===== src/shared/pcr_pkg.sv =====
// Constants, register map and carrier types for the PS/2 receive channel
package pcr_pkg;

  // ==========================================================
  // Register map (byte addresses)
  localparam logic [31:0] CTRL_OFS     = 32'h0000_0000;
  localparam logic [31:0] STATUS_OFS   = 32'h0000_0004;
  localparam logic [31:0] RXDATA_OFS   = 32'h0000_0008;
  localparam logic [31:0] INT_STAT_OFS = 32'h0000_000C;
  localparam logic [31:0] INT_MASK_OFS = 32'h0000_0010;

  // ==========================================================
  // Field positions
  localparam int ST_READY   = 0;
  localparam int ST_PERR    = 1;
  localparam int ST_FERR    = 2;
  localparam int ST_CLK_LVL = 3;
  localparam int ST_DAT_LVL = 4;
  localparam int ST_BUSY    = 5;
  localparam int INT_W      = 3;
  localparam int INT_RX     = 0;
  localparam int INT_ERR    = 1;
  localparam int INT_BANG   = 2;

  // ==========================================================
  // Reset values
  localparam logic [3:0]       CTRL_RST     = 4'hC;
  localparam logic [INT_W-1:0] INT_MASK_RST = 3'h0;

  // ==========================================================
  // Frame and timing
  localparam logic [3:0] LAST_BIT      = 4'hA;
  localparam int         CLK_PERIOD_NS = 20;
  localparam int         T_LINE_NS     = 100;
  localparam int         LINE_CYC      = T_LINE_NS / CLK_PERIOD_NS;
  localparam int         T_RDY_NS      = 1600;
  localparam int         RDY_CYC       = T_RDY_NS / CLK_PERIOD_NS;
  localparam int         T_GAP_NS      = 302000;
  localparam int         GAP_CYC_DEF   = T_GAP_NS / CLK_PERIOD_NS;
  localparam int         GAP_W         = 14;

  // ==========================================================
  // Carriers
  typedef struct packed {
    logic manual_data;
    logic manual_clk;
    logic direction_select;
    logic channel_enable;
  } pcr_ctrl_s;

  typedef struct packed {
    logic clk;
    logic data;
  } pcr_lines_s;

endpackage


===== src/core/pcr_line_sync.sv =====
// Synchroniser for the PS/2 clock and data pins, with a falling-edge finder on the clock pin only
`timescale 1ns/100ps

module pcr_line_sync
(
  input  wire logic               core_clk,
  input  wire logic               rst,
  input  wire pcr_pkg::pcr_lines_s pins,
  output pcr_pkg::pcr_lines_s     lines,
  output logic                    clk_fall
);

  // ==========================================================
  // Two-stage synchroniser
  pcr_pkg::pcr_lines_s meta_r;
  pcr_pkg::pcr_lines_s sync_r;
  logic                clk_prev_r;

  always_ff @(posedge core_clk)
  begin
    if (rst)
    begin
      meta_r     <= 2'b11;
      sync_r     <= 2'b11;
      clk_prev_r <= 1'b1;
    end
    else
    begin
      meta_r     <= pins;
      sync_r     <= meta_r;
      clk_prev_r <= sync_r.clk;
    end
  end

  // ==========================================================
  // Edge seen only on the settled stage
  assign lines    = sync_r;
  assign clk_fall = clk_prev_r & ~sync_r.clk;

endmodule


===== src/core/pcr_top.sv =====
// PS/2 channel receiver with AHB-Lite register slave and interrupt
//
// Implementation choices: the register offsets and register access over AHB-Lite.
`timescale 1ns/100ps

// Functional notes
// - Enabled receive mode floats data, and floats clock unless a byte is held
// - Disabled channel drives lines from manual bits
// - Eleventh falling edge completes frame, ready
// - Receive data read clears ready flag
// - Receive data read releases clock line
// - Ready flag raises interrupt quickly
// - Interrupt pends until source register read or write-one clear
module pcr_top
#(
  parameter int GAP_CYC = pcr_pkg::GAP_CYC_DEF
)
(
  input  wire logic        core_clk,
  input  wire logic        rst,
  input  wire logic        hsel,
  input  wire logic [31:0] haddr,
  input  wire logic [1:0]  htrans,
  input  wire logic        hwrite,
  input  wire logic [2:0]  hsize,
  input  wire logic [31:0] hwdata,
  input  wire logic        hready,
  output logic [31:0]      hrdata,
  output logic             hreadyout,
  output logic             hresp,
  output logic             irq,
  input  wire logic        ps2_clk_in,
  output logic             ps2_clk_out,
  output logic             ps2_clk_oe,
  input  wire logic        ps2_data_in,
  output logic             ps2_data_out,
  output logic             ps2_data_oe
);

  localparam logic [pcr_pkg::GAP_W-1:0] GAP_LIM =
    pcr_pkg::GAP_W'(GAP_CYC - 1);

  // ==========================================================
  // State
  pcr_pkg::pcr_ctrl_s            ctrl_r;
  logic [pcr_pkg::INT_W-1:0]     int_stat_r;
  logic [pcr_pkg::INT_W-1:0]     int_mask_r;
  logic [7:0]                    rx_data_r;
  logic                          ready_r;
  logic                          perr_r;
  logic                          ferr_r;
  logic                          hold_r;
  logic [3:0]                    bit_cnt_r;
  logic [10:0]                   shift_r;
  logic [pcr_pkg::GAP_W-1:0]     gap_cnt_r;
  logic                          dp_valid_r;
  logic                          dp_write_r;
  logic [31:0]                   dp_addr_r;
  logic [31:0]                   hrdata_r;
  logic                          irq_r;
  logic                          clk_out_r;
  logic                          clk_oe_r;
  logic                          data_out_r;
  logic                          data_oe_r;

  // ==========================================================
  // Pin sampling
  pcr_pkg::pcr_lines_s pins;
  pcr_pkg::pcr_lines_s lines;
  logic                clk_fall;

  assign pins.clk  = ps2_clk_in;
  assign pins.data = ps2_data_in;

  pcr_line_sync u_sync
  (
    .core_clk (core_clk),
    .rst      (rst),
    .pins     (pins),
    .lines    (lines),
    .clk_fall (clk_fall)
  );

  // ==========================================================
  // Bus decode
  logic ap_take;
  logic ap_read;
  logic rx_rd;
  logic int_rd;
  logic dp_wr;
  logic wr_ctrl;
  logic wr_stat;
  logic wr_mask;

  assign ap_take = hsel & hready & htrans[1];
  assign ap_read = ap_take & ~hwrite;
  // Side effects fire at the taken edge, same edge that latches hrdata
  assign rx_rd   = ap_read & (haddr == pcr_pkg::RXDATA_OFS);
  assign int_rd  = ap_read & (haddr == pcr_pkg::INT_STAT_OFS);
  assign dp_wr   = dp_valid_r & dp_write_r;
  assign wr_ctrl = dp_wr & (dp_addr_r == pcr_pkg::CTRL_OFS);
  assign wr_stat = dp_wr & (dp_addr_r == pcr_pkg::INT_STAT_OFS);
  assign wr_mask = dp_wr & (dp_addr_r == pcr_pkg::INT_MASK_OFS);

  // ==========================================================
  // Read mux
  logic [31:0] status_word;
  logic [31:0] rd_nxt;

  assign status_word = {26'h000_0000, (bit_cnt_r != 4'h0), lines.data,
                        lines.clk, ferr_r, perr_r, ready_r};

  always_comb
  begin
    rd_nxt = 32'h0000_0000;
    unique case (haddr)
      pcr_pkg::CTRL_OFS:     rd_nxt = {28'h000_0000, ctrl_r};
      pcr_pkg::STATUS_OFS:   rd_nxt = status_word;
      pcr_pkg::RXDATA_OFS:   rd_nxt = {24'h00_0000, rx_data_r};
      pcr_pkg::INT_STAT_OFS: rd_nxt = {29'h0000_0000, int_stat_r};
      pcr_pkg::INT_MASK_OFS: rd_nxt = {29'h0000_0000, int_mask_r};
      default:               rd_nxt = 32'h0000_0000;
    endcase
  end

  // ==========================================================
  // Frame receiver
  logic        rx_on;
  logic        shift_en;
  logic        frame_done;
  logic        gap_out;
  logic [10:0] frame;
  logic        start_bad;
  logic        stop_bad;
  logic        par_bad;
  logic        frame_err;

  assign rx_on      = ctrl_r.channel_enable & ~ctrl_r.direction_select
                    & ~hold_r;
  assign shift_en   = rx_on & clk_fall;
  assign frame_done = shift_en & (bit_cnt_r == pcr_pkg::LAST_BIT);
  // Bits arrive LSB first, so shift in at the top
  assign frame      = {lines.data, shift_r[10:1]};
  assign start_bad  = frame[0];
  assign stop_bad   = ~frame[10];
  assign par_bad    = ~(^frame[9:1]);
  assign frame_err  = frame_done & (start_bad | stop_bad | par_bad);
  // A silent peripheral mid-frame must not wedge the bit counter
  assign gap_out    = (bit_cnt_r != 4'h0) & (gap_cnt_r == GAP_LIM);

  always_ff @(posedge core_clk)
  begin
    if (rst)
    begin
      bit_cnt_r <= 4'h0;
      shift_r   <= 11'h7FF;
      gap_cnt_r <= '0;
    end
    else if (!rx_on || gap_out || frame_done)
    begin
      bit_cnt_r <= 4'h0;
      shift_r   <= shift_en ? frame : shift_r;
      gap_cnt_r <= '0;
    end
    else if (shift_en)
    begin
      bit_cnt_r <= bit_cnt_r + 4'h1;
      shift_r   <= frame;
      gap_cnt_r <= '0;
    end
    else if (bit_cnt_r != 4'h0)
    begin
      gap_cnt_r <= gap_cnt_r + 1'b1;
    end
  end

  // ==========================================================
  // Ready, hold and received byte
  logic ready_nxt;
  logic hold_nxt;

  // Completion wins over a read clearing in the same cycle
  assign ready_nxt = frame_done | (ready_r & ~rx_rd);
  assign hold_nxt  = frame_done | (hold_r & ~rx_rd);

  always_ff @(posedge core_clk)
  begin
    if (rst)
    begin
      ready_r   <= 1'b0;
      hold_r    <= 1'b0;
      rx_data_r <= 8'h00;
      perr_r    <= 1'b0;
      ferr_r    <= 1'b0;
    end
    else
    begin
      ready_r <= ready_nxt;
      hold_r  <= hold_nxt;
      if (frame_done)
      begin
        rx_data_r <= frame[8:1];
        perr_r    <= par_bad;
        ferr_r    <= start_bad | stop_bad;
      end
    end
  end

  // ==========================================================
  // Interrupt status and mask
  logic [pcr_pkg::INT_W-1:0] int_set;
  logic [pcr_pkg::INT_W-1:0] int_clr;
  logic [pcr_pkg::INT_W-1:0] int_nxt;

  assign int_set = {~ctrl_r.channel_enable & clk_fall, frame_err,
                    frame_done};
  // Reading the source register acks everything; write-one also clears
  assign int_clr = (wr_stat ? hwdata[pcr_pkg::INT_W-1:0] : 3'h0)
                 | {pcr_pkg::INT_W{int_rd}};
  assign int_nxt = (int_stat_r & ~int_clr) | int_set;

  always_ff @(posedge core_clk)
  begin
    if (rst)
    begin
      int_stat_r <= 3'h0;
      int_mask_r <= pcr_pkg::INT_MASK_RST;
      irq_r      <= 1'b0;
    end
    else
    begin
      int_stat_r <= int_nxt;
      irq_r      <= |(int_stat_r & int_mask_r);
      if (wr_mask)
        int_mask_r <= hwdata[pcr_pkg::INT_W-1:0];
    end
  end

  // ==========================================================
  // Control register and bus phase
  always_ff @(posedge core_clk)
  begin
    if (rst)
    begin
      ctrl_r     <= pcr_pkg::CTRL_RST;
      dp_valid_r <= 1'b0;
      dp_write_r <= 1'b0;
      dp_addr_r  <= 32'h0000_0000;
      hrdata_r   <= 32'h0000_0000;
    end
    else
    begin
      if (wr_ctrl)
        ctrl_r <= hwdata[3:0];
      if (hready)
      begin
        dp_valid_r <= ap_take;
        dp_write_r <= hwrite;
        dp_addr_r  <= haddr;
      end
      if (ap_read)
        hrdata_r <= rd_nxt;
    end
  end

  // ==========================================================
  // Line drivers
  logic clk_oe_nxt;
  logic clk_out_nxt;
  logic data_oe_nxt;
  logic data_out_nxt;
  logic en;

  assign en           = ctrl_r.channel_enable;
  // Transmit direction pulls clock low; transmit itself lives elsewhere
  assign clk_oe_nxt   = ~en | ctrl_r.direction_select
                      | hold_nxt;
  assign clk_out_nxt  = ~en & ctrl_r.manual_clk;
  assign data_oe_nxt  = ~en;
  assign data_out_nxt = ~en & ctrl_r.manual_data;

  always_ff @(posedge core_clk)
  begin
    if (rst)
    begin
      clk_oe_r   <= 1'b0;
      clk_out_r  <= 1'b0;
      data_oe_r  <= 1'b0;
      data_out_r <= 1'b0;
    end
    else
    begin
      clk_oe_r   <= clk_oe_nxt;
      clk_out_r  <= clk_out_nxt;
      data_oe_r  <= data_oe_nxt;
      data_out_r <= data_out_nxt;
    end
  end

  // ==========================================================
  // Outputs
  assign hrdata       = hrdata_r;
  assign hreadyout    = 1'b1;
  assign hresp        = 1'b0;
  assign irq          = irq_r;
  assign ps2_clk_out  = clk_out_r;
  assign ps2_clk_oe   = clk_oe_r;
  assign ps2_data_out = data_out_r;
  assign ps2_data_oe  = data_oe_r;

  // ==========================================================
  // Checks
  a_rx_float: assert property (@(posedge core_clk) disable iff (rst)
    (en && !ctrl_r.direction_select && !hold_nxt)
      |=> (!ps2_clk_oe && !ps2_data_oe))
    else $error("receive mode did not float the lines");

  a_manual_drive: assert property (@(posedge core_clk) disable iff (rst)
    !en |=> (ps2_clk_oe && ps2_data_oe
             && ps2_clk_out == $past(ctrl_r.manual_clk)
             && ps2_data_out == $past(ctrl_r.manual_data)))
    else $error("manual levels not driven");

  a_frame_ready: assert property (@(posedge core_clk) disable iff (rst)
    (shift_en && bit_cnt_r == 4'hA) |=> (ready_r && hold_r))
    else $error("eleventh edge did not set ready");

  a_no_early: assert property (@(posedge core_clk) disable iff (rst)
    $rose(ready_r) |-> $past(shift_en) && $past(bit_cnt_r) == 4'hA)
    else $error("ready rose without a full frame");

  a_read_clear: assert property (@(posedge core_clk) disable iff (rst)
    (rx_rd && !frame_done) ##1 !frame_done |-> !ready_r ##1 !ready_r)
    else $error("receive read left ready set");

  a_clk_release: assert property (@(posedge core_clk) disable iff (rst)
    (rx_rd && en && !ctrl_r.direction_select && !frame_done)
      |-> ##[1:5] !ps2_clk_oe)
    else $error("clock not released after read");

  a_irq_raise: assert property (@(posedge core_clk) disable iff (rst)
    ($rose(ready_r) && int_mask_r[0]) |-> ##[1:5] irq)
    else $error("interrupt not raised after ready");

  a_irq_pend: assert property (@(posedge core_clk) disable iff (rst)
    (int_stat_r[0] && !int_rd && !wr_stat) |=> int_stat_r[0])
    else $error("pending interrupt dropped without ack");

  a_irq_ack: assert property (@(posedge core_clk) disable iff (rst)
    (int_rd && int_set == 3'h0) |=> int_stat_r == 3'h0)
    else $error("source read did not clear interrupt");

  a_hold_low: assert property (@(posedge core_clk) disable iff (rst)
    (hold_r && !rx_rd && en) |=> (ps2_clk_oe && !ps2_clk_out))
    else $error("clock not held low while byte waits");

  a_lsb_first: assert property (@(posedge core_clk) disable iff (rst)
    (frame_done && !start_bad && !stop_bad)
      |=> rx_data_r == $past(shift_r[9:2]))
    else $error("data bits not assembled lsb first");

endmodule


===== config.mk =====
export PLATFORM = sky130hd
export DESIGN_NAME = pcr_top
export DESIGN_NICKNAME = d
export VERILOG_FILES = /design/src/shared/pcr_pkg.sv /design/src/core/pcr_line_sync.sv /design/src/core/pcr_top.sv
export SDC_FILE = /design/constraint.sdc
export NUM_CORES = 1
export LEC_CHECK = 0
export BUFFER_PORTS_ARGS = -buffer_cell sky130_fd_sc_hd__buf_2
export CAP_MARGIN = 20
export CELL_PAD_IN_SITES_DETAIL_PLACEMENT = 1
export CELL_PAD_IN_SITES_GLOBAL_PLACEMENT = 2
export CORE_MARGIN = 2
export CORE_UTILIZATION = 31
export CTS_CLUSTER_DIAMETER = 60
export CTS_CLUSTER_SIZE = 14
export DETAILED_ROUTE_END_ITERATION = 6
export PLACE_DENSITY_LB_ADDON = 0.1
export SLEW_MARGIN = 20
export SYNTH_ARGS = -nofsm -noshare
export SYNTH_HDL_FRONTEND = slang
export SYNTH_SLANG_ARGS = --single-unit

===== constraint.sdc =====
create_clock -name core_clk -period 2.7 [get_ports core_clk]
set_clock_uncertainty 0.15 [all_clocks]
set_input_delay 0.27 -clock core_clk [delete_from_list [all_inputs] [get_ports core_clk]]
set_output_delay 0.27 -clock core_clk [all_outputs]
set_load 0.1 [all_outputs]

==> metrics, run 1 <==
CTS Buf Count 9; Unique masters post-synth 48; Largest stage delay, worst path 480 ps; number of global-route vias before repair 3,446; Worst Reg2Reg Path Length in Cells 5; initial core utilization 0.317; Worst path depth 5; RSZ-0062 raised after global routing false; total track usage 0.152; post-DR vias/cell 4.67; # clock sinks 102; DP HPWL 7900 um; CP endpoint kind flip-flop; CTS tree yes; drt pass-1 iters 4; Boundary Pins 115; Buf/Inv on CP 0; reg2reg setup slack 400 ps; layout cell share with drive strength beyond 1 0.179; crit share post-route 0.851; Power Total 0.00325 W; Mapped Area 4380 um2; family with the most delay on the worst path simple AND/OR/NAND/NOR gates; post-route minimum period 2300 ps; Max Cap Viol 0; startpoint type of the worst setup path flip-flop; Critical Path RT 2830 ps; Setup-failing EPs final 0; achievable frequency 435 MHz; Die Area 15,100 um2; Slowest cell on crit path or3_4; Root Driver clkbuf_16; crit path max fanout 13; post-route ant nets 0; sequential-to-total area share from yosys stat 0.466; largest net degree at the start of global routing 37; Layout area overhead 16.3%; first-pass GRT wire length 17,500 um; clk buf depth 2; RePlAce Congestion 0.719; HP Class input pin to flip-flop; status complete, no violations; Die Ht 123 um; #FFs+latches synth 102; DRT Wirelength 10,700 um; core area 13,800 um2; EDFF count, synth 0; most frequent cells in the layout 102 x dfxtp_1, 79 x nor2_1, 56 x buf_2; Power Dens Cells 637 nW/um2; Avg Cell Area, Syn 9.20 um2; antenna violations before repair 0; Worst Hold Depth 3; nets 612; Worst-path clk slew 60 ps; I/O Buffers 56; Rows 43; diode count 0; Die W 123 um; headroom to the max-slew limit 0.605; setup tns final 0 ps; postcts setup bufs 0; Worst-Skew Late Latency 360 ps; per-cell routed wire length 14.9 um; Pleak 2.11 nW; Mapped Cells 476; Iter 0 DRT Violations 99; Synth async-reset ratio 0; # DRC 0; Least-Margin Pin Slew 593 ps; htree depth 3; maximum VDD drop 0.000276 V; Cells after DPL 698; synthesis warning total 0; Slew Viols, Final 0; Final Hold Fails 0; Layout Cells excl Fill 717; Worst EP arrival 2420 ps; most common cell after layout, fill and taps aside dfxtp_1; global route overflow 0; Primary FF master, synth dfxtp_1; utilization after layout 0.368; CP Class flip-flop to flip-flop; cells along the critical path or3b_1 -> or2_4 -> or3_4 -> and2_1 -> a31oi_1; vias after detailed routing 3,347
worst reg2reg max path, delay by kind of cell (launching register included):
family | cells | cell delay (ps)
DFF | 1 | 450
AOI/OAI and AO/OA | 1 | 170
and+or+nand+nor | 4 | 1460
worst paths after layout:
path,start,end
hold / removal,haddr[18],dp_addr_r[18]
hold reg to reg,u_sync.meta_r[0],u_sync.lines[0]
setup / recovery,en,ps2_clk_oe
setup reg to reg,en,ps2_clk_oe
synth_stat cells (all sizes together) (9+ instances only):
master / instances / area, um2
a21oi: 9 / 45.0
mux2i: 50 / 500
xnor2: 10 / 87.6
nand4: 9 / 56.3
clkbuf: 15 / 56.3
xor2: 12 / 105
nand3: 16 / 80.1
nor4: 15 / 113
nand2: 48 / 180
nor2: 79 / 297
buf: 32 / 226
dfxtp: 102 / 2040
routing by layer:
metal | wire length (um) | global-route usage | vias to the layer above | part of all wire
met2 | 5200 | 0.262 | 50 | 0.49
li1 | - | - | 1696 | -
met5 | 0 | 0 | - | 0
met4 | 125 | 0.0474 | 0 | 0.012
met3 | 440 | 0.0465 | 10 | 0.041
met1 | 4940 | 0.181 | 1591 | 0.46
per-stage QoR:
| step | hold WS (ps) | instance area, um2 | worst slack, ps |
|---|---|---|---|
| after global routing | 26.3 | 5090 | 265 |
| after detailed placement | 252 | 4760 | 389 |
| after floorplan | 224 | 4470 | 523 |
| final | 19.0 | 5090 | 403 |
| after CTS | 3.10 | 5090 | 375 |
| after global placement | 245 | 4760 | 401 |
timing repair:
action                                 4_1_cts  5_1_grt
gates resized for setup                      0        0
hold buffers                                 3        0
endpoints found under the hold margin        3        0
cells by family (layout without fill, tap and decap cells):
logic type	Yosys count	after routing	share of synthesized area
flops	102	102	0.466
mux	50	50	0.114
buf+inv	53	90	0.0697
compound gates	37	37	0.0611
simple gates	205	205	0.226
fa+ha+maj	4	4	0.0114
xor+xnor	23	23	0.0491
other cells	2	26	0.00171
layout make-up:
type | instances | area (um2)
clock inverter | 4 | 45.0
clock buffer | 12 | 256
tap | 180 | 225
multi-input combinational | 345 | 2120
timing repair buffer | 68 | 378
fill | 1625 | 8740
inverter | 6 | 22.5
sequential | 102 | 2040
where the power goes:
| part | switching (W) | internal, W | leakage (nW) |
|---|---|---|---|
| combinational | 0.000278 | 0.0000825 | 1.12 |
| clock | 0.000559 | 0.000765 | 0.152 |
| sequential | 0.0000197 | 0.00154 | 0.831 |
registers in the layout, summed over array words and instances, names as in the netlist:
| register | flops |
|---|---|
| rx_data_r | 8 |
| bit_cnt_r | 4 |
| u_sync.meta_r | 2 |
| dp_valid_r | 1 |
| shift_r | 10 |
| ready_r | 1 |
| ferr_r | 1 |
| u_sync.lines | 2 |
| perr_r | 1 |
| ps2_clk_out | 1 |
| en | 1 |
| ps2_data_out | 1 |
| hold_r | 1 |
| ps2_clk_oe | 1 |
| u_sync.clk_prev_r | 1 |
| irq | 1 |
| hrdata | 8 |
| gap_cnt_r | 14 |
| int_mask_r | 3 |
| dp_addr_r | 32 |
| ps2_data_oe | 1 |
| dp_write_r | 1 |
| int_stat_r | 3 |
| ctrl_r | 3 |
(Power assumes the default switching activity.)
==> run 2: changes to the inputs <==
--- a/config.mk
+++ b/config.mk
@@ -5,12 +5,13 @@
 export SDC_FILE = /design/constraint.sdc
 export NUM_CORES = 1
 export LEC_CHECK = 0
+export ABC_AREA = 1
 export BUFFER_PORTS_ARGS = -buffer_cell sky130_fd_sc_hd__buf_2
 export CAP_MARGIN = 20
 export CELL_PAD_IN_SITES_DETAIL_PLACEMENT = 1
 export CELL_PAD_IN_SITES_GLOBAL_PLACEMENT = 2
 export CORE_MARGIN = 2
-export CORE_UTILIZATION = 31
+export CORE_UTILIZATION = 29
 export CTS_CLUSTER_DIAMETER = 60
 export CTS_CLUSTER_SIZE = 14
 export DETAILED_ROUTE_END_ITERATION = 6
==> run 2 against run 1 <==
Against the previous run:
- global-route usage increased by 0.48 points
- count of clock-buffer cells in the layout grew 1
- combinational power rose by 7.2%
- sequential share of layout area fell by 3.5 points
- worst setup slack improved by 130 ps
- synthesized cell count grew 41%
- non-clock buffer count up 4
- critical path type is now input pin to flip-flop
- area after synthesis grew 9.1%
==> metrics, run 2 <==
status complete, no violations; Sw Ratio 0.272 (+0.00849); synth top area cells dfxtp_1 43%, nand2_1 11%, nor2_1 7.6%; synthesis warning total 0 (unchanged); sw power 0.000914 W (+6.7%); number of global-route vias before repair 4,435 (+29%); largest net degree at the start of global routing 64 (+73%); postcts setup bufs 0 (unchanged); Die W 132 um (+7.8%); synth cell count leaders 137 x nand2_1, 102 x dfxtp_1, 97 x nor2_1, 65 x inv_1, 44 x o21ai_0; Worst-Skew Late Latency 350 ps (about the same); clk buf depth 2 (unchanged); post-route ant nets 0 (unchanged); Root Driver clkbuf_16; Avg Cell Area, Syn 7.12 um2 (-23%); Iter 0 DRT Violations 181 (+83%); achievable frequency 462 MHz (+6.1%); cell with the most instances after synthesis nand2_1; #FFs+latches synth 102 (unchanged); met2 WL 6280 um (+21%); Least-Margin Pin Slew 643 ps (+49.9 ps); CTS Buf Count 9 (unchanged); Rows 46 (+7.0%); headroom to the max-slew limit 0.571 (-0.0333); leading registers by flop count dp_addr_r x32, gap_cnt_r x14, shift_r x10; WL met1 6420 um (+30%); setup tns final 0 ps (unchanged); RSZ-0062 raised after global routing false; Boundary Pins 115 (unchanged); Placement Cell Area 5180 um2 (+8.9%); # DRC 0 (unchanged); startpoint type of the worst setup path input pin; clock power share 0.417 (+0.009); CTS tree yes; crit path max fanout 10 (-3); post-route minimum period 2170 ps (-131 ps); EDFF count, synth 0 (unchanged); final instance area 5580 um2 (+9.6%); Mapped Cells 671 (+41%); HP Class input pin to flip-flop; P_int 0.00244 W (+2.2%); DR WL met3 517 um (+18%); most common cell after layout, fill and taps aside nand2_1; htree depth 3 (unchanged); max reg flops 32 (unchanged); total track usage 0.157 (+0.00479); top layer in use met4; Pleak 2.44 nW (+16%); total area of sequential cells 2040 um2 (unchanged); area of the multi-input gates 2270 um2 (+7.1%); Post-CTS Resized 0 (unchanged); Final Hold Fails 0 (unchanged); Die Area 17,500 um2 (+16%); RePlAce Congestion 0.720 (+0.14%); Max Cap Viol 0 (unchanged); Layout area overhead 16.8%; initial core utilization 0.299 (-0.0180); antenna violations before repair 1 (+1); DP HPWL 10,100 um (+27%); I/O Buffers 56 (unchanged); cell taking the most area after synthesis dfxtp_1; maximum VDD drop 0.000294 V (+6.5%); first-pass GRT wire length 21,800 um (+24%); most frequent cells in the layout 137 x nand2_1, 102 x dfxtp_1, 97 x nor2_1; sequential power share 0.468 (-0.013); Worst EP arrival 2260 ps (-160 ps); nets 810 (+32%); core area 16,000 um2 (+16%); part of the power in combinational logic 0.115 (+0.004); Unique masters post-synth 34 (-29%); CP endpoint kind flip-flop; crit share post-route 0.802 (-0.0486); global route overflow 0 (unchanged); Critical Path RT 2790 ps (-40 ps); Synth async-reset ratio 0 (unchanged); post-DR vias/cell 4.57 (-2.0%); area share of the largest cell type after synthesis 0.427 (-0.0391); Mapped Area 4780 um2 (+9.1%); diode count 0 (unchanged); vias after detailed routing 4,349 (+30%); per-cell routed wire length 14.1 um (-5.7%); CP Class input pin to flip-flop; Die Ht 132 um (+7.8%); drt pass-1 iters 4 (unchanged); layout cell share with drive strength beyond 1 0.154 (-0.0250); Setup-failing EPs final 0 (unchanged); Power Total 0.00335 W (+3.4%); Fill cells 2,062 (+27%); Slew Viols, Final 0 (unchanged); Worst-path clk slew 70 ps (about the same); Largest Register dp_addr_r; Primary FF master, synth dfxtp_1; DRT Wirelength 13,400 um (+25%); sequential-to-total area share from yosys stat 0.427 (-0.0391); # clock sinks 102 (unchanged); Power Dens Cells 601 nW/um2 (-5.7%)
## run 2: final timing paths
kind                         start         endpoint  slack [ps]  cells past startpoint
setup / recovery         haddr[23]       ps2_clk_oe         530                     10
hold / removal           haddr[25]    dp_addr_r[25]          20                      3
setup reg to reg      bit_cnt_r[0]     gap_cnt_r[7]         630                      8
hold reg to reg   u_sync.meta_r[1]  u_sync.lines[1]         260                      1
## run 2: layout make-up
class	instances	area share
clock inverter	3	0.00717
clock buffer	13	0.0502
timing repair buffer	72	0.0753
tap	216	0.0484
inverter	68	0.0457
multi-input combinational	477	0.407
sequential	102	0.366
## run 2: cell families after synthesis
group | after synthesis | share of synthesized area
DFF | 102 | 0.427
and+or+nand+nor | 330 | 0.301
other | 2 | 0.00157
buffers and inverters | 116 | 0.116
xor gates and xnor gates | 11 | 0.0202
adders and majority gates | 4 | 0.0105
AOI/OAI and AO/OA | 106 | 0.124
## run 2: worst max-delay path, stage by stage
cell,delay [ps]
dlygate4sd3_1,530
buf_2,130
nor2_1,140
nand4_1,160
nor2_2,430
nand3_1,210
inv_2,150
o21ai_0,90
nand2_1,90
nand2_1,60
## run 2: timing repair
action,4_1_cts,5_1_grt
hold endpoints to repair,8,0
endpoints found under the setup margin,0,0
hold buffers,8,0
## run 2: routing by layer
layer | global-route usage | up-vias
met3 | 0.0342 | 11
met2 | 0.268 | 75
met1 | 0.199 | 2055
li1 | - | 2208
met5 | 0 | -
met4 | 0.0454 | 0
## run 2: power by group through the flow
| stage | logic [W] | registers [W] | clock network (W) |
|---|---|---|---|
| 2_1_floorplan | 0.000295 | 0.00163 | 0 |
| 3_3_place_gp | 0.000374 | 0.00160 | 0 |
| 3_5_place_dp | 0.000381 | 0.00160 | 0 |
| 4_1_cts | 0.000391 | 0.00157 | 0.00146 |
| 5_1_grt | 0.000418 | 0.00157 | 0.00151 |
| 6_report | 0.000387 | 0.00157 | 0.00140 |
## run 2: per-stage QoR
step           hold WS, ps  setup WS, ps  utilization  std cells
6_report              15.8           534        0.349        951
5_1_grt               17.4           368        0.349        951
4_1_cts               3.34           540        0.349        951
3_5_place_dp           255           613        0.324        927
3_3_place_gp           249           675        0.324        927
2_1_floorplan          224          1060            -        695
